===== src/hdl/ldtc_pkg.sv =====
package ldtc_pkg;
   // register offsets, as printed
   localparam logic [11:0] LDTC_OFS_LINE_ERR = 12'h0117;
   localparam logic [11:0] LDTC_OFS_DESCR = 12'h0131;
   localparam logic [11:0] LDTC_OFS_DIAG_CTL = 12'h0170;
   localparam logic [11:0] LDTC_OFS_DIAG_CTL2 = 12'h0171;
   localparam logic [11:0] LDTC_OFS_SEG_TIMING = 12'h0173;
   localparam logic [11:0] LDTC_OFS_SHADOW = 12'h0175;
   // values after reset
   localparam logic [15:0] LDTC_RST_LINE_ERR = 16'h0000;
   localparam logic [15:0] LDTC_RST_DESCR = 16'h0000;
   localparam logic [15:0] LDTC_RST_DIAG_CTL = 16'h0c12;
   localparam logic [15:0] LDTC_RST_DIAG_CTL2 = 16'hc850;
   localparam logic [15:0] LDTC_RST_SEG_TIMING = 16'h0d04;
   localparam logic [15:0] LDTC_RST_SHADOW = 16'h1004;
   // writable bits; read-only bits stay zero
   localparam logic [15:0] LDTC_WM_LINE_ERR = 16'hfff0;
   localparam logic [15:0] LDTC_WM_DESCR = 16'hffff;
   localparam logic [15:0] LDTC_WM_DIAG_CTL = 16'h7fff;
   localparam logic [15:0] LDTC_WM_DIAG_CTL2 = 16'hffff;
   localparam logic [15:0] LDTC_WM_SEG_TIMING = 16'hffff;
   localparam logic [15:0] LDTC_WM_SHADOW = 16'h381f;
   // field positions (low bit)
   localparam int LDTC_POS_WIN = 10;
   localparam int LDTC_POS_THR = 4;
   localparam int LDTC_POS_DTHR = 0;
   localparam int LDTC_POS_SAME = 14;
   localparam int LDTC_POS_CHAN = 13;
   localparam int LDTC_POS_KEEPDC = 12;
   localparam int LDTC_POS_AVG = 8;
   localparam int LDTC_POS_SEG = 4;
   localparam int LDTC_POS_DUR = 8;
   localparam int LDTC_POS_SKIP = 0;
   localparam int LDTC_POS_SDW = 11;
   localparam int LDTC_POS_FWD = 0;
   // codes
   localparam logic [2:0] LDTC_AVG_RSVD = 3'h7;
   localparam logic [2:0] LDTC_SEG_FIRST = 3'h1;
   localparam logic [2:0] LDTC_SEG_LAST = 3'h5;
   localparam logic [6:0] LDTC_AVG_MAX = 7'h40;

   typedef enum logic [1:0] {TG_IDLE, TG_SKIP, TG_SEG} ldtc_gate_e;
endpackage


===== src/hdl/ldtc_regs.sv =====
// Our own choice: the plain strobed port.
`timescale 1ns/1ns
// Behaviour
// - line-error bits 15-10 set the counting window, code n meaning n+1 clocks, 0 reserved.
// - line-code errors are counted only while the receiver is in steady state.
// - link down is declared when errors in one window reach the bits 9-4 threshold, 0 reserved.
// - descrambler register bits 5-0 set the descrambler error window for link down.
// - diag control bit 14 low listens on the other channel, high on the transmit channel.
// - diag control bit 13 picks transmit channel A (0) or B (1).
// - diag control bit 12 keeps the DC removal module out of reset for a run.
// - averaging depth is two to the power of bits 10-8, code 7 reserved, reset code 4.
// - bits 6-4 select the cable segment, codes 1 to 5, others reserved.
// - the initial-skip count of samples is dropped before the segment starts.
// - a forward shadow of the programmed length after a fault peak is not reported.
module ldtc_regs
   import ldtc_pkg::*;
#(
   parameter int ADDR_W = 12
)
(
   input wire logic clk,
   input wire logic nrst,
   input wire logic [ADDR_W-1:0] regAddr,
   input wire logic [15:0] regWdata,
   input wire logic regWrite,
   input wire logic regRead,
   output logic [15:0] regRdata,
   input wire logic steadyState,
   input wire logic lineCodeErr,
   input wire logic descrErr,
   output logic linkDownLine,
   output logic linkDownDescr,
   output logic listenSameChan,
   output logic txChanB,
   output logic keepDcRemovalActive,
   output logic [6:0] avgCycles,
   output logic segValid,
   output logic [2:0] segSelect,
   output logic [2:0] shadowAvgLoc,
   input wire logic tdrStart,
   input wire logic sampleValid,
   input wire logic peakIn,
   output logic tdrBusy,
   output logic sampleKeep,
   output logic peakReport
);

   typedef struct packed {
      logic [15:0] lineCfg;
      logic [15:0] descCfg;
      logic [15:0] diagCtl;
      logic [15:0] diagCtl2;
      logic [15:0] segTiming;
      logic [15:0] shadowCfg;
      logic [15:0] rdata;
      logic [5:0] winCnt;
      logic [5:0] errCnt;
      logic linkDownLine;
      logic [5:0] descCnt;
      logic linkDownDescr;
      logic [6:0] avgCycles;
      logic segValid;
      ldtc_gate_e gate;
      logic [7:0] sampCnt;
      logic [3:0] shadowCnt;
      logic sampleKeep;
      logic peakReport;
      logic tdrBusy;
   } ldtc_state_s;

   ldtc_state_s st;
   ldtc_state_s next_st;

   logic [5:0] winCode;
   logic [5:0] thrCode;
   logic [5:0] descCode;
   logic [6:0] errSum;
   logic [2:0] avgCode;
   logic [2:0] segCode;
   logic [7:0] segDur;
   logic [7:0] initSkip;
   logic [3:0] fwdShadow;

   // field views of the stored registers
   assign winCode = st.lineCfg[LDTC_POS_WIN +: 6];
   assign thrCode = st.lineCfg[LDTC_POS_THR +: 6];
   assign descCode = st.descCfg[LDTC_POS_DTHR +: 6];
   assign segDur = st.segTiming[LDTC_POS_DUR +: 8];
   assign initSkip = st.segTiming[LDTC_POS_SKIP +: 8];
   assign fwdShadow = st.shadowCfg[LDTC_POS_FWD +: 4];
   assign errSum = {1'b0, st.errCnt} + {6'h00, lineCodeErr};

   // next-state logic for bus, link-drop and tdr gate
   always_comb
   begin
      next_st = st;
      next_st.linkDownLine = 1'b0;
      next_st.linkDownDescr = 1'b0;
      next_st.sampleKeep = 1'b0;
      next_st.peakReport = 1'b0;
      next_st.rdata = 16'h0000;

      // register writes, masked so read-only bits stay zero
      if (regWrite)
      begin
         case (regAddr)
            ADDR_W'(LDTC_OFS_LINE_ERR): next_st.lineCfg = regWdata & LDTC_WM_LINE_ERR;
            ADDR_W'(LDTC_OFS_DESCR): next_st.descCfg = regWdata & LDTC_WM_DESCR;
            ADDR_W'(LDTC_OFS_DIAG_CTL): next_st.diagCtl = regWdata & LDTC_WM_DIAG_CTL;
            ADDR_W'(LDTC_OFS_DIAG_CTL2): next_st.diagCtl2 = regWdata & LDTC_WM_DIAG_CTL2;
            ADDR_W'(LDTC_OFS_SEG_TIMING): next_st.segTiming = regWdata & LDTC_WM_SEG_TIMING;
            ADDR_W'(LDTC_OFS_SHADOW): next_st.shadowCfg = regWdata & LDTC_WM_SHADOW;
            default: ;
         endcase
      end

      // read data stands the cycle after the strobe; unmapped reads zero
      if (regRead)
      begin
         case (regAddr)
            ADDR_W'(LDTC_OFS_LINE_ERR): next_st.rdata = st.lineCfg;
            ADDR_W'(LDTC_OFS_DESCR): next_st.rdata = st.descCfg;
            ADDR_W'(LDTC_OFS_DIAG_CTL): next_st.rdata = st.diagCtl;
            ADDR_W'(LDTC_OFS_DIAG_CTL2): next_st.rdata = st.diagCtl2;
            ADDR_W'(LDTC_OFS_SEG_TIMING): next_st.rdata = st.segTiming;
            ADDR_W'(LDTC_OFS_SHADOW): next_st.rdata = st.shadowCfg;
            default: next_st.rdata = 16'h0000;
         endcase
      end

      // decoded tdr settings kept in flops so outputs are registered
      avgCode = next_st.diagCtl[LDTC_POS_AVG +: 3];
      segCode = next_st.diagCtl[LDTC_POS_SEG +: 3];
      if (avgCode == LDTC_AVG_RSVD)
         next_st.avgCycles = LDTC_AVG_MAX; // reserved code clamps to deepest
      else
         next_st.avgCycles = 7'(7'h01 << avgCode);
      next_st.segValid = (segCode >= LDTC_SEG_FIRST) && (segCode <= LDTC_SEG_LAST);

      // line-code error window; reserved codes disable detection
      if (!steadyState || winCode == 6'h00 || thrCode == 6'h00)
      begin
         next_st.winCnt = 6'h00;
         next_st.errCnt = 6'h00;
      end
      else
      begin
         if (errSum >= {1'b0, thrCode})
         begin
            next_st.linkDownLine = 1'b1;
            next_st.errCnt = 6'h00;
         end
         else
            next_st.errCnt = errSum[5:0];
         if (st.winCnt >= winCode)
         begin
            next_st.winCnt = 6'h00;
            next_st.errCnt = 6'h00;
         end
         else
            next_st.winCnt = st.winCnt + 6'h01;
      end

      // descrambler errors: a run of erroring clocks as long as the window
      if (!steadyState || descCode == 6'h00 || !descrErr)
         next_st.descCnt = 6'h00;
      else if (st.descCnt + 6'h01 >= descCode)
      begin
         next_st.descCnt = 6'h00;
         next_st.linkDownDescr = 1'b1;
      end
      else
         next_st.descCnt = st.descCnt + 6'h01;

      // tdr sample gate: skip, then keep a segment's worth of samples
      case (st.gate)
         TG_IDLE:
         begin
            if (tdrStart && st.segValid)
            begin
               next_st.shadowCnt = 4'h0;
               // no skip: the very next sample already belongs to the segment
               if (initSkip == 8'h00)
               begin
                  next_st.gate = TG_SEG;
                  next_st.sampCnt = segDur;
               end
               else
               begin
                  next_st.gate = TG_SKIP;
                  next_st.sampCnt = initSkip;
               end
            end
         end
         TG_SKIP:
         begin
            // switch on the last skipped sample so no extra sample is lost
            if (sampleValid)
            begin
               if (st.sampCnt == 8'h01)
               begin
                  next_st.gate = TG_SEG;
                  next_st.sampCnt = segDur;
               end
               else
                  next_st.sampCnt = st.sampCnt - 8'h01;
            end
         end
         TG_SEG:
         begin
            if (st.sampCnt == 8'h00)
               next_st.gate = TG_IDLE;
            else if (sampleValid)
            begin
               next_st.sampCnt = st.sampCnt - 8'h01;
               next_st.sampleKeep = 1'b1;
               // peaks inside the shadow of the last one are swallowed
               if (peakIn && st.shadowCnt == 4'h0)
               begin
                  next_st.peakReport = 1'b1;
                  next_st.shadowCnt = fwdShadow;
               end
               else if (st.shadowCnt != 4'h0)
                  next_st.shadowCnt = st.shadowCnt - 4'h1;
            end
         end
         default: next_st.gate = TG_IDLE;
      endcase
      next_st.tdrBusy = (next_st.gate != TG_IDLE);
   end

   // single state register
   always_ff @(posedge clk or negedge nrst)
   begin
      if (!nrst)
      begin
         st <= '0;
         st.lineCfg <= LDTC_RST_LINE_ERR;
         st.descCfg <= LDTC_RST_DESCR;
         st.diagCtl <= LDTC_RST_DIAG_CTL;
         st.diagCtl2 <= LDTC_RST_DIAG_CTL2;
         st.segTiming <= LDTC_RST_SEG_TIMING;
         st.shadowCfg <= LDTC_RST_SHADOW;
         st.avgCycles <= 7'h10;
         st.segValid <= 1'b1;
         st.gate <= TG_IDLE;
      end
      else
         st <= next_st;
   end

   // outputs straight from the state flops
   assign regRdata = st.rdata;
   assign linkDownLine = st.linkDownLine;
   assign linkDownDescr = st.linkDownDescr;
   assign listenSameChan = st.diagCtl[LDTC_POS_SAME];
   assign txChanB = st.diagCtl[LDTC_POS_CHAN];
   assign keepDcRemovalActive = st.diagCtl[LDTC_POS_KEEPDC];
   assign avgCycles = st.avgCycles;
   assign segValid = st.segValid;
   assign segSelect = st.diagCtl[LDTC_POS_SEG +: 3];
   assign shadowAvgLoc = st.shadowCfg[LDTC_POS_SDW +: 3];
   assign tdrBusy = st.tdrBusy;
   assign sampleKeep = st.sampleKeep;
   assign peakReport = st.peakReport;

   // checks on the behaviour above
   a_win_restart: assert property (@(posedge clk) disable iff (!nrst)
      (steadyState && winCode != 6'h00 && thrCode != 6'h00 && st.winCnt >= winCode)
      |=> (st.winCnt == 6'h00 && st.errCnt == 6'h00))
      else $error("window did not restart");

   a_no_count_acq: assert property (@(posedge clk) disable iff (!nrst)
      !steadyState |=> (st.errCnt == 6'h00 && !st.linkDownLine))
      else $error("errors counted outside steady state");

   a_thresh_drop: assert property (@(posedge clk) disable iff (!nrst)
      (steadyState && winCode != 6'h00 && thrCode != 6'h00 && errSum >= {1'b0, thrCode})
      |=> linkDownLine)
      else $error("threshold reached without link down");

   a_drop_cause: assert property (@(posedge clk) disable iff (!nrst)
      linkDownLine |-> $past(steadyState) && $past(thrCode) != 6'h00)
      else $error("link down without cause");

   a_win_bound: assert property (@(posedge clk) disable iff (!nrst)
      (winCode == 6'h00) |=> st.winCnt == 6'h00)
      else $error("window counter out of range");

   a_descr_drop: assert property (@(posedge clk) disable iff (!nrst)
      (steadyState && descCode == 6'h01 && descrErr) |=> linkDownDescr)
      else $error("descrambler threshold missed");

   a_avg_decode: assert property (@(posedge clk) disable iff (!nrst)
      (regWrite && regAddr == ADDR_W'(LDTC_OFS_DIAG_CTL) && regWdata[10:8] == 3'h3)
      |=> avgCycles == 7'h08)
      else $error("averaging depth wrong");

   a_ro_zero: assert property (@(posedge clk) disable iff (!nrst)
      st.lineCfg[3:0] == 4'h0 && !st.diagCtl[15] && st.shadowCfg[15:14] == 2'h0
      && st.shadowCfg[10:5] == 6'h00)
      else $error("read-only bits not zero");

   a_read_next: assert property (@(posedge clk) disable iff (!nrst)
      (regRead && regAddr == ADDR_W'(LDTC_OFS_SHADOW)) |=> regRdata == $past(st.shadowCfg))
      else $error("read data not one cycle later");

   a_shadow_hide: assert property (@(posedge clk) disable iff (!nrst)
      (st.gate == TG_SEG && sampleValid && peakIn && st.shadowCnt != 4'h0 && st.sampCnt != 8'h00)
      |=> !peakReport)
      else $error("peak in shadow reported");

   a_skip_first: assert property (@(posedge clk) disable iff (!nrst)
      (st.gate == TG_SKIP) |=> !sampleKeep)
      else $error("sample kept during skip");

   a_seg_start: assert property (@(posedge clk) disable iff (!nrst)
      (st.gate == TG_IDLE && tdrStart && !st.segValid) |=> !tdrBusy)
      else $error("run started on reserved segment");

   a_chan_map: assert property (@(posedge clk) disable iff (!nrst)
      (regWrite && regAddr == ADDR_W'(LDTC_OFS_DIAG_CTL) && regWdata[14:12] == 3'h2)
      |=> (!listenSameChan && txChanB && !keepDcRemovalActive))
      else $error("channel and dc removal bits not mapped");

   a_seg_select: assert property (@(posedge clk) disable iff (!nrst)
      (regWrite && regAddr == ADDR_W'(LDTC_OFS_DIAG_CTL) && regWdata[6:4] == 3'h5)
      |=> (segSelect == 3'h5 && segValid))
      else $error("segment code not decoded");

   a_busy_start: assert property (@(posedge clk) disable iff (!nrst)
      (st.gate == TG_IDLE && tdrStart && st.segValid) |=> tdrBusy)
      else $error("run on valid segment did not start");

   a_peak_first: assert property (@(posedge clk) disable iff (!nrst)
      (st.gate == TG_SEG && sampleValid && peakIn && st.shadowCnt == 4'h0 && st.sampCnt != 8'h00)
      |=> peakReport)
      else $error("peak outside shadow not reported");

   a_keep_in_seg: assert property (@(posedge clk) disable iff (!nrst)
      sampleKeep |-> $past(st.gate) == TG_SEG)
      else $error("sample kept outside segment");

   a_descr_clean: assert property (@(posedge clk) disable iff (!nrst)
      (steadyState && !descrErr) |=> (st.descCnt == 6'h00 && !linkDownDescr))
      else $error("descrambler run not cleared by clean clock");

endmodule


===== config.mk =====
export PLATFORM = sky130hd
export DESIGN_NAME = ldtc_regs
export DESIGN_NICKNAME = d
export VERILOG_FILES = /design/src/hdl/ldtc_pkg.sv /design/src/hdl/ldtc_regs.sv
export SDC_FILE = /design/constraint.sdc
export NUM_CORES = 1
export LEC_CHECK = 0
export BUFFER_PORTS_ARGS = -buffer_cell sky130_fd_sc_hd__buf_2
export CAP_MARGIN = 5
export CORE_MARGIN = 5
export CORE_UTILIZATION = 35
export CTS_CLUSTER_DIAMETER = 50
export CTS_CLUSTER_SIZE = 14
export DETAILED_ROUTE_END_ITERATION = 10
export HOLD_SLACK_MARGIN = 0.1
export PLACE_DENSITY_LB_ADDON = 0.1
export SLEW_MARGIN = 5
export SYNTH_ARGS = -nofsm -noshare
export SYNTH_HDL_FRONTEND = slang
export SYNTH_SLANG_ARGS = --single-unit

===== constraint.sdc =====
create_clock -name clk -period 4.2 [get_ports clk]
set_input_delay 0.42 -clock clk [delete_from_list [all_inputs] [get_ports clk]]
set_output_delay 0.42 -clock clk [all_outputs]
set_load 0.005 [all_outputs]

======== Word level (Yosys, flattened, before mapping) ========
Index checks and enable logic that the tools add are counted.
storage, ports and cells
  bits in registers ....................... 144
  bits in latches ......................... 0
  RAM bits ................................ 0
  bits in read-only memories .............. 0
  input bits .............................. 38
  output and inout bits ................... 38
  word-level logic and storage cells ...... 108
  memories ................................ 0
operators by class
  $add $sub $neg .......................... 5
  multipliers ............................. 0
  divide/modulo/power cells ............... 0
  order comparisons ....................... 5
  equality and inequality tests ........... 15
  shifts and indexed selects .............. 1
  mux-type cells .......................... 33
  bitwise gates (word level) .............. 0
  reduce and logical (&&, ||, !) cells .... 28
operator list
  cell                                                                 number
  16-bit case mux with 6 select lines                                  1
  12-bit by 9-bit == test with 1-bit output (second input constant)    6
  59-bit two-way mux                                                   1
  14-bit two-way mux                                                   4
  16-bit two-way mux                                                   3
  6-bit two-way mux                                                    5
  8-bit case mux with 3 select lines                                   1
  10-bit two-way mux                                                   2
  6-bit logical NOT                                                    3
  8-bit logical NOT                                                    2
  6-bit by 1-bit adder with 6-bit output (second input constant)       2
  6-bit greater-or-equal comparator                                    2
  12-bit two-way mux                                                   1
  2-bit AND reduction                                                  6
  11-bit two-way mux                                                   1
  5-bit AND reduction                                                  2
  8-bit by 1-bit == test with 1-bit output (second input constant)     1
  4-bit two-way mux                                                    2
  8-bit two-way mux                                                    1
  2-bit != test (second input constant)                                4
  4-bit case mux with 2 select lines                                   1
  8-bit by 1-bit subtractor with 8-bit output (second input constant)  1
  6-bit by 1-bit adder with 7-bit output                               1
  7-bit by 6-bit greater-or-equal comparator with 1-bit output         1
  other kinds (20)                                                     33

======== Longest topological paths before layout ========
Gate-level depths: netlist (run 1).
  depth in word-level cells ............... 6
  gate-level depth with buffers ........... 10
  depth with buffers taken out ............ 10

======== Worst setup path after synthesis (run 1) ========
Ideal clock, no wire load.
  path kind ............................... input -> register
  start point ............................. input lineCodeErr
  end point ............................... register st (netlist bit linkDownLine)
  setup time .............................. 0.119 ns
  data arrival time ....................... 2.021 ns
  data required time ...................... 4.081 ns
  setup slack ............................. 2.060 ns
  stages .................................. 10
  path buffers ............................ 0
  cell sequence ........................... ha_1 ha_1 nand3_1 xnor2_1 ha_1 a21o_1 a21oi_1 o21a_1 o21ai_1 and2_1
RTL lines
  what                    line              source
  start: declaration      ldtc_regs.sv:29   input wire logic lineCodeErr,
  end signal: assignment  ldtc_regs.sv:249  st <= next_st;
  end: declaration        ldtc_regs.sv:71   ldtc_state_s st;

======== Worst setup path in the final report (run 1) ========
  start point ............................. register st[7] (netlist bit)
  end point ............................... register st[14] (netlist bit)
between the ends
  cells in the longest elaborated chain, start to end .. 4
  elaborated cells on any way between the ends .. 10
  those cells by class .................... 1 x add/sub; 2 x eq/ne; 5 x mux; 2 x reduce/logical
ends and longest elaborated chain
  what                                                                                                            line                                                  source
  8-bit by 1-bit subtractor with 8-bit output / 8-bit by 1-bit == test with 1-bit output (equally long branches)  ldtc_regs.sv:206, ldtc_regs.sv:215, ldtc_regs.sv:200
  14-bit two-way mux / 8-bit two-way mux (equally long branches)                                                  ldtc_regs.sv:213, ldtc_regs.sv:200
  14-bit two-way mux / 10-bit two-way mux (equally long branches)                                                 ldtc_regs.sv:211, ldtc_regs.sv:198
  8-bit case mux with 3 select lines                                                                              ldtc_regs.sv:176                                      case (st.gate)
Parallel ways exist; a longest one is shown, timed or not. The select of a mux whose other input is x is not followed.
A chain may end at the register's enable or synchronous reset.

==> run_results.csv, run 1 <==
group,metric,value,unit
place,placed_area,7910,um^2
finish,final_net_count,772,
floorplan,coreArea,21000,um^2
global_routing,grt_pass1_wl,30.9,mm
routing,vias_per_cell,5.22,
yosys,syn-num-nets,723,
place,dp_slack,1.39,ns
floorplan,initial_core_util,0.356,
yosys,yosysWarningCount,0,
cts,cts_buffers,17,
worst_setup_path,end_kind,"register",
floorplan,die_h,156,um
cts,root_buffer,"clkbuf_16",
worst_setup_path,r2r_end,"st[14]",
global_routing,globalRouteOverflowTotal,0,
finish,antennaDiodeCount,0,
place,dp.cells,960,
routing,wl_per_cell,19.6,um
finish,multiInputGateArea,3380,um^2
routing,topRoutingLayerUsed,"met4",
worst_setup_path,cp.required,4.50,ns
yosys,ys_top_cells_by_area,"dfrtp_1, mux2_1, dfstp_2",
floorplan,io_pins,76,
finish,fillers,2014,
timing,setup_violations,0,
yosys,ys_seq_area_frac,0.484,
global_routing,grt_pass1_vias,5388,
yosys,yosysTopAreaCellShare,0.424,
routing,met3WireLength,708,um
routing,antenna_left,0,
global_routing,gr-usage-all-layers,0.163,
cts,cts_buffer_depth,2,
timing,drv_slew,0,
finish,final_cells,992,
routing,drc,0,
finish,register_area,3620,um^2
yosys,yosys.area.top_type,"dfrtp_1",
floorplan,die_area,24400,um^2
finish,drive_gt1_frac,0.206,
place,io_buffers,75,
timing,setup_tns,0,ns
routing,vias,5180,
timing,rsz0062_at_grt,"false",
cts,h-tree-depth,4,
power_and_ir_drop,leakage,4.20,nW
worst_setup_path,crit_type,"register to register",
yosys,ys_ff_latch,144,
global_routing,antenna_found_initial,0,
yosys,async_flop_share,1.00,
floorplan,die_w,156,um
cts,post-cts-setup-buffer-count,0,
timing,worst_pin_slew,1.05,ns
cts,post_cts_resized,0,
worst_setup_path,rr_startpoint,"st[7]",
routing,drtPass1Iterations,5,
cts,clock_latency,0.42,ns
place,place.gp.congestion,0.788,
yosys,synth_edf_count,0,
routing,routed-wl-met2,9.25,mm
routing,drt_iter0_drc,282,
yosys,mappedNetlistArea,7490,um^2
yosys,syn-instance-count,655,
timing,fin_skew,0.00816,ns
worst_setup_path,worstSetupStartpointType,"register",
timing,period_share,0.602,
yosys,syn_area_per_cell,11.4,um^2
routing,met1_length,9.25,mm
finish,area_growth,13.9,%
worst_setup_path,r2r_slack,1.67,ns
power_and_ir_drop,ir_drop,0.265,mV
cts,hold_buffers,0,
timing,worst_slack,1.67,ns
timing,finalHoldViolations,0,
yosys,ys.flop_type,"dfrtp_1",
timing,max_freq,395,MHz
timing,max_slew_margin,0.298,
cts,path_clk_slew,0.06,ns
timing,holdWs,0.0668,ns
place,dp_hpwl,14.0,mm
floorplan,rows,53,
worst_setup_path,rr_worst_depth,7,
worst_setup_path,path_max_fanout,9,
outcome,status,"complete, no violations",
finish,fin_area,8530,um^2
routing,wirelength,19.4,mm
job,cap_violations,0,
power_and_ir_drop,power_density,393,nW/um^2
cts,cts_tree,"yes",
yosys,yosysUniqueCellTypes,71,
worst_setup_path,cp.arrival,2.83,ns
hold_path,holdCritPathClass,"primary input to asynchronous set/reset pin",
cts,numClockSinks,144,
global_routing,grt_max_degree,91,
timing,timing.final.crit_period,2.53,ns
==> critical path, cell delays in order (launching register included) <==
cell and delay (ns):
dfrtp_1 0.43, inv_1 0.09, ha_1 0.23, or3b_4 0.30
o21ai_1 0.09, a211oi_1 0.84, o21ai_0 0.21, a22o_1 0.23
==> through the flow <==
step | total power [mW] | utilization
finish | 3.35 | 0.406
global route | 3.49 | 0.406
CTS | 3.38 | 0.406
detailed placement | 1.79 | 0.376
global placement | 1.78 | 0.376
floorplan | 1.68 | -
==> cells by family after synthesis <==
kind of cell / Yosys count / share of synthesized area
AND/OR/NAND/NOR: 159 / 0.124
flip-flops: 144 / 0.484
AO/OA/AOI/OAI: 135 / 0.128
multiplexers: 90 / 0.135
buffers and inverters: 84 / 0.0645
adder cells (fa/ha/maj): 30 / 0.0501
XOR/XNOR: 13 / 0.0152
==> layer usage <==
metal | vias up | global-route usage
met3 | 16 | 0.0282
met5 | - | 0
met2 | 104 | 0.265
met1 | 2606 | 0.229
met4 | 0 | 0.0397
li1 | 2454 | -
==> flip-flops by register name, indices dropped and copies added (netlist names), 3 cells and up <==
signal	count
st	80
regRdata	16
initSkip	8
segDur	8
avgCycles	7
descCode	6
fwdShadow	4
segSelect	3
shadowAvgLoc	3
==> layout make-up <==
class / count / area share
clock inverters: 8 / 0.0151
multi-input cells: 427 / 0.396
flip-flops and latches: 144 / 0.425
well taps: 275 / 0.0403
inverters: 31 / 0.0136
clock buffers: 24 / 0.0577
repair buffers: 83 / 0.0518
==> power breakdown <==
part           leakage, nW  switching [mW]  internal (mW)
Sequential            1.93          0.0367           1.42
Clock                0.301           0.586           1.00
Combinational         1.96           0.193          0.113
Total                 4.20           0.816           2.53
==> layout by cell type, fill, tap and decap left out, types with 4 or more instances in the layout <==
cell type / synthesis / routed
inv_1: 31 / 31
a22oi_1: 18 / 18
xor2_1: 6 / 6
nor2_1: 33 / 33
o211ai_1: 5 / 5
ha_1: 30 / 30
o21ai_0: 8 / 8
dfstp_2: 17 / 17
buf_2: 14 / 74
clkbuf_8: 0 / 4
xnor2_1: 7 / 7
clkbuf_16: 0 / 17
nand3_1: 15 / 15
a21o_1: 11 / 11
or4_1: 5 / 5
nor2b_1: 4 / 4
nand2b_1: 4 / 4
nor3_1: 9 / 9
a221oi_1: 4 / 4
nand2_1: 34 / 34
a21oi_1: 33 / 33
nor4_1: 7 / 7
and3_1: 6 / 6
nor3b_1: 8 / 8
dfrtp_1: 127 / 127
or3_1: 4 / 4
a222oi_1: 10 / 10
mux2_1: 85 / 85
mux2i_1: 5 / 5
o21ai_1: 13 / 13
a31oi_1: 7 / 7
and2_1: 6 / 6
buf_4: 32 / 8
==> synth_stat cells, drive strengths merged, types with 4 or more instances <==
library cell	n
or4	6
dfrtp	127
nor4	8
ha	30
nand2b	4
and2	6
nand3	16
o211ai	7
xor2	6
a22oi	18
o21ai	22
inv	31
nand2	38
and3	6
a31oi	7
or3	4
nor2	33
nor3b	8
buf	50
dfstp	17
a21oi	33
nor2b	4
nor3	10
mux2i	5
mux2	85
a21o	11
xnor2	7
a222oi	10
a221oi	4
==> how the worst max path moves through the flow <==
stage	startpoint	endpoint
2_1_floorplan	lineCodeErr	linkDownLine
3_3_place_gp	regAddr[11]	descCode[1]
3_5_place_dp	regAddr[11]	st[134]
4_1_cts	st[7]	st[14]
5_1_grt	st[7]	st[14]
6_report	st[7]	st[14]
No activity file was read; power rests on OpenSTA's default activity.
==> inputs of run 2 (changes only) <==
==> constraint.sdc (replaced) <==
create_clock -name clk -period 2.3 [get_ports clk]
set_input_delay 0.23 -clock clk [delete_from_list [all_inputs] [get_ports clk]]
set_output_delay 0.23 -clock clk [all_outputs]
set_load 0.005 [all_outputs]
==> run_results.csv, run 2 (synthesis results as in run 1) <==
group,metric,value,unit
worst_setup_path,r2r_end,"linkDownLine",
routing,drc,0,
floorplan,coreArea,21000,um^2
finish,final_net_count,798,
floorplan,io_pins,76,
cts,cts_tree,"yes",
cts,h-tree-depth,4,
timing,max_freq,467,MHz
timing,period_share,0.931,
place,dp_hpwl,14.6,mm
worst_setup_path,rr_worst_depth,10,
floorplan,die_w,156,um
routing,vias,5339,
floorplan,die_area,24400,um^2
worst_setup_path,r2r_slack,0.16,ns
finish,drive_gt1_frac,0.231,
worst_setup_path,end_kind,"register",
hold_path,min_from,"regWdata[10]",
global_routing,antenna_found_initial,0,
outcome,status,"complete, no violations",
place,io_buffers,75,
floorplan,rows,53,
routing,drt_iter0_drc,270,
timing,fin_skew,0.00902,ns
timing,timing.final.crit_period,2.14,ns
cts,cts_buffer_depth,2,
cts,cts_buffers,17,
timing,setup_violations,0,
power_and_ir_drop,ir_drop,0.475,mV
global_routing,grt_pass1_vias,5577,
hold_path,whs_path_depth,2,
power_and_ir_drop,power.total,5.80,mW
routing,drtPass1Iterations,5,
global_routing,globalRouteOverflowTotal,0,
routing,antenna_left,0,
routing,vias_per_cell,5.24,
job,cap_violations,0,
cts,root_buffer,"clkbuf_16",
finish,area_growth,16.6,%
timing,drv_slew,0,
cts,path_clk_slew,0.06,ns
floorplan,die_h,156,um
timing,setup_tns,0,ns
power_and_ir_drop,power_density,664,nW/um^2
worst_setup_path,cp.arrival,2.45,ns
worst_setup_path,cp.required,2.61,ns
finish,antennaDiodeCount,0,
finish,final_common_cell,"dfrtp_1",
hold_path,hold_end,"st[135]",
timing,worst_pin_slew,0.638,ns
global_routing,gr-usage-all-layers,0.167,
finish,largest_register_ffs,80,
place,place.gp.congestion,0.812,
timing,holdWs,0.119,ns
finish,layout_common_cells,"dfrtp_1, mux2_1, buf_2, nand2_1, nor2_1",
cts,clock_latency,0.42,ns
cts,numClockSinks,144,
floorplan,initial_core_util,0.356,
cts,post-cts-setup-buffer-count,0,
timing,max_slew_margin,0.571,
finish,largest-register,"st",
timing,rsz0062_at_grt,"false",
hold_path,holdCritPathClass,"primary input to register",
global_routing,grt_max_degree,53,
worst_setup_path,path_max_fanout,6,
global_routing,grt_pass1_wl,31.7,mm
routing,wl_per_cell,19.3,um
power_and_ir_drop,leakage,4.30,nW
timing,finalHoldViolations,0,
routing,wirelength,19.6,mm
worst_setup_path,rr_startpoint,"st[33]",
worst_setup_path,crit_type,"register to register",
worst_setup_path,worstSetupStartpointType,"register",
[run 2: how the worst max path moves through the flow]
stage | from | to | slack (ns) | cells after the start
final | st[33] | linkDownLine | 0.16 | 10
after global routing | st[33] | linkDownLine | 0.02 | 10
after CTS | st[33] | st[38] | 0.05 | 10
after detailed placement | st[33] | st[36] | 0.0005 | 10
after global placement | st[33] | linkDownLine | 0.10 | 10
after floorplan | st[33] | linkDownLine | 0.22 | 10
[run 2: area by class of cell]
type	instances	area (um^2)
Clock buffer	25	475
Clock inverter	7	62.6
Fill cell	2038	12300
Inverter	31	116
Multi-Input combinational cell	427	3420
Sequential cell	144	3620
Tap cell	275	344
Timing Repair Buffer	109	682
[run 2: timing repair]
item                                    4_1_cts  5_1_grt
pin swaps                                     2        0
hold endpoints to repair                     76        0
endpoints found under the setup margin        2        6
gates resized for setup                       3        6
hold buffers                                  8        0
[run 2: critical path, stage by stage (launching register included)]
cell and delay [ns]:
dfrtp_1 0.34, ha_1 0.15, ha_2 0.21, nand3_2 0.10, xnor2_2 0.16, ha_1 0.30, a21o_1 0.17, a21oi_2 0.15
o21a_1 0.15, o21ai_2 0.11, and2_1 0.18
[run 2: layer usage]
metal / track usage / wire (um) / vias up
li1: - / - / 2525
met1: 0.238 / 9610 / 2683
met2: 0.258 / 8990 / 117
met3: 0.0393 / 807 / 14
met4: 0.0430 / 218 / 0
met5: 0 / 0 / -
[run 2: stage by stage]
step | instances | utilization | cell area [um^2] | setup slack (ns)
after global placement | 978 | 0.384 | 8070 | 0.104
after CTS | 1018 | 0.414 | 8700 | 0.0472
after global routing | 1018 | 0.415 | 8730 | 0.0201
after detailed placement | 978 | 0.384 | 8070 | 0.000452
final | 1018 | 0.415 | 8730 | 0.159
after floorplan | 655 | - | 7490 | 0.222
[run 2: power breakdown]
| group | internal, mW | switching (mW) | total, mW | leakage [nW] |
|---|---|---|---|---|
| registers | 2.59 | 0.0655 | 2.66 | 1.93 |
| logic | 0.227 | 0.358 | 0.584 | 2.10 |
| clock network | 1.53 | 1.02 | 2.56 | 0.265 |
==> inputs of run 3 (changes only) <==
--- a/config.mk
+++ b/config.mk
@@ -14,6 +14,7 @@
 export DETAILED_ROUTE_END_ITERATION = 10
 export HOLD_SLACK_MARGIN = 0.1
 export PLACE_DENSITY_LB_ADDON = 0.1
+export RECOVER_POWER = 25
 export SLEW_MARGIN = 5
 export SYNTH_ARGS = -nofsm -noshare
 export SYNTH_HDL_FRONTEND = slang
==> run_results.csv, run 3 (synthesis results as in run 1) <==
group,metric,value,unit
finish,fin_util,0.413,
finish,drive_gt1_frac,0.211,
finish,final_cells,1018,
cts,clock_latency,0.42,ns
routing,wl_per_cell,19.3,um
cts,numClockSinks,144,
timing,finalHoldViolations,0,
worst_setup_path,crit_start,"st[33]",
floorplan,initial_core_util,0.356,
timing,max_slew_margin,0.0520,
finish,final_net_count,798,
global_routing,globalRouteOverflowTotal,0,
place,dp_hpwl,14.6,mm
place,dp.cells,978,
routing,met1_length,9.56,mm
worst_setup_path,worstSetupStartpointType,"register",
power_and_ir_drop,p_clk_frac,0.441,
worst_setup_path,r2r_slack,0.16,ns
cts,cts_tree,"yes",
floorplan,coreArea,21000,um^2
cts,h-tree-depth,4,
timing,period_share,0.931,
timing,worst_slack,0.159,ns
power_and_ir_drop,power_switching,1.44,mW
worst_setup_path,rr_worst_depth,10,
power_and_ir_drop,power_density,667,nW/um^2
job,cap_violations,0,
floorplan,io_pins,76,
worst_setup_path,crit_type,"register to register",
worst_setup_path,rr_startpoint,"st[33]",
power_and_ir_drop,sw_frac_of_total,0.249,
finish,largest-register,"st",
floorplan,die_area,24400,um^2
routing,topRoutingLayerUsed,"met4",
timing,timing.final.crit_period,2.14,ns
power_and_ir_drop,share_comb_of_total_power,0.100,
power_and_ir_drop,p_int,4.35,mW
timing,setup_violations,0,
routing,drtPass1Iterations,5,
finish,layout_common_cells,"dfrtp_1, mux2_1, buf_2, nand2_1, nor2_1",
routing,vias,5345,
global_routing,grt_pass1_vias,5577,
cts,post-cts-setup-buffer-count,0,
hold_path,holdCritPathClass,"primary input to register",
hold_path,min_from,"regWdata[13]",
worst_setup_path,cp.required,2.61,ns
routing,antenna_left,0,
routing,routed-wl-met2,9.00,mm
power_and_ir_drop,power_frac_seq,0.459,
routing,wirelength,19.6,mm
cts,path_clk_slew,0.06,ns
place,dp_slack,0.000452,ns
finish,antennaDiodeCount,0,
worst_setup_path,end_kind,"register",
cts,cts_buffer_depth,2,
routing,vias_per_cell,5.25,
worst_setup_path,cp.arrival,2.45,ns
timing,fin_skew,0.00920,ns
finish,fillers,2051,
power_and_ir_drop,leakage,4.23,nW
place,place.gp.congestion,0.812,
global_routing,grt_max_degree,53,
place,io_buffers,75,
routing,drc,0,
floorplan,rows,53,
timing,drv_slew,0,
worst_setup_path,endpoint,"linkDownLine",
global_routing,grt_pass1_wl,31.7,mm
floorplan,die_w,156,um
worst_setup_path,r2r_end,"linkDownLine",
timing,setup_tns,0,ns
place,placed_area,8070,um^2
finish,largest_register_ffs,80,
timing,max_freq,467,MHz
timing,rsz0062_at_grt,"false",
floorplan,die_h,156,um
timing,worst_pin_slew,1.42,ns
worst_setup_path,path_max_fanout,6,
finish,fin_area,8680,um^2
cts,cts_buffers,17,
outcome,status,"complete, no violations",
finish,area_growth,15.9,%
routing,drt_iter0_drc,274,
power_and_ir_drop,ir_drop,0.472,mV
cts,root_buffer,"clkbuf_16",
finish,final_common_cell,"dfrtp_1",
routing,met3WireLength,848,um
global_routing,antenna_found_initial,0,
global_routing,gr-usage-all-layers,0.167,
## run 3: how the worst min path moves through the flow
stage                              end  slack, ns  cells after the start
final                          st[106]       0.12                      2
after floorplan           avgCycles[0]      -0.07                      0
after detailed placement        st[44]       0.23                      1
after global placement          st[42]       0.23                      1
after CTS                      st[106]       0.11                      2
after global routing           st[155]       0.11                      2
## run 3: repair_timing
action / in CTS / in global routing
endpoints found under the setup margin: 2 / 6
pin swaps: 2 / 0
endpoints found under the hold margin: 76 / 0
resized for setup: 3 / 6
hold buffers: 8 / 0
## run 3: metal layers
layer,vias to the layer above,track usage
li1,2525,-
met1,2683,0.238
met3,14,0.0393
met4,0,0.0430
met5,-,0
met2,123,0.258
## run 3: critical path, cell delays in order, from the launching register on
cell     delay [ns]
dfrtp_1        0.34
ha_1           0.15
ha_2           0.21
nand3_2        0.10
xnor2_2        0.16
ha_1           0.30
a21o_1         0.17
a21oi_2        0.15
o21a_1         0.15
o21ai_2        0.11
and2_1         0.18
## run 3: power by group through the flow
| stage | Clock, mW | Combinational, mW | Sequential (mW) |
|---|---|---|---|
| after global routing | 2.75 | 0.657 | 2.66 |
| after detailed placement | 0 | 0.576 | 2.70 |
| after global placement | 0 | 0.566 | 2.69 |
| after CTS | 2.64 | 0.590 | 2.66 |
| final | 2.56 | 0.578 | 2.66 |
| after floorplan | 0 | 0.398 | 2.67 |
## run 3: final cells by class
cell class,count,area (um^2),area share
sequential,144,3620,0.418
multi-input combinational,427,3410,0.393
timing repair buffer,109,649,0.0748
clock buffer,25,475,0.0548
tap,275,344,0.0396
inverter,31,116,0.0134
clock inverter,7,62.6,0.00721
## run 3: per-stage QoR
step,hold slack [ns],power [mW]
after floorplan,-0.0656,3.07
after global placement,0.227,3.26
after detailed placement,0.229,3.28
after CTS,0.105,5.89
after global routing,0.109,6.07
final,0.120,5.79
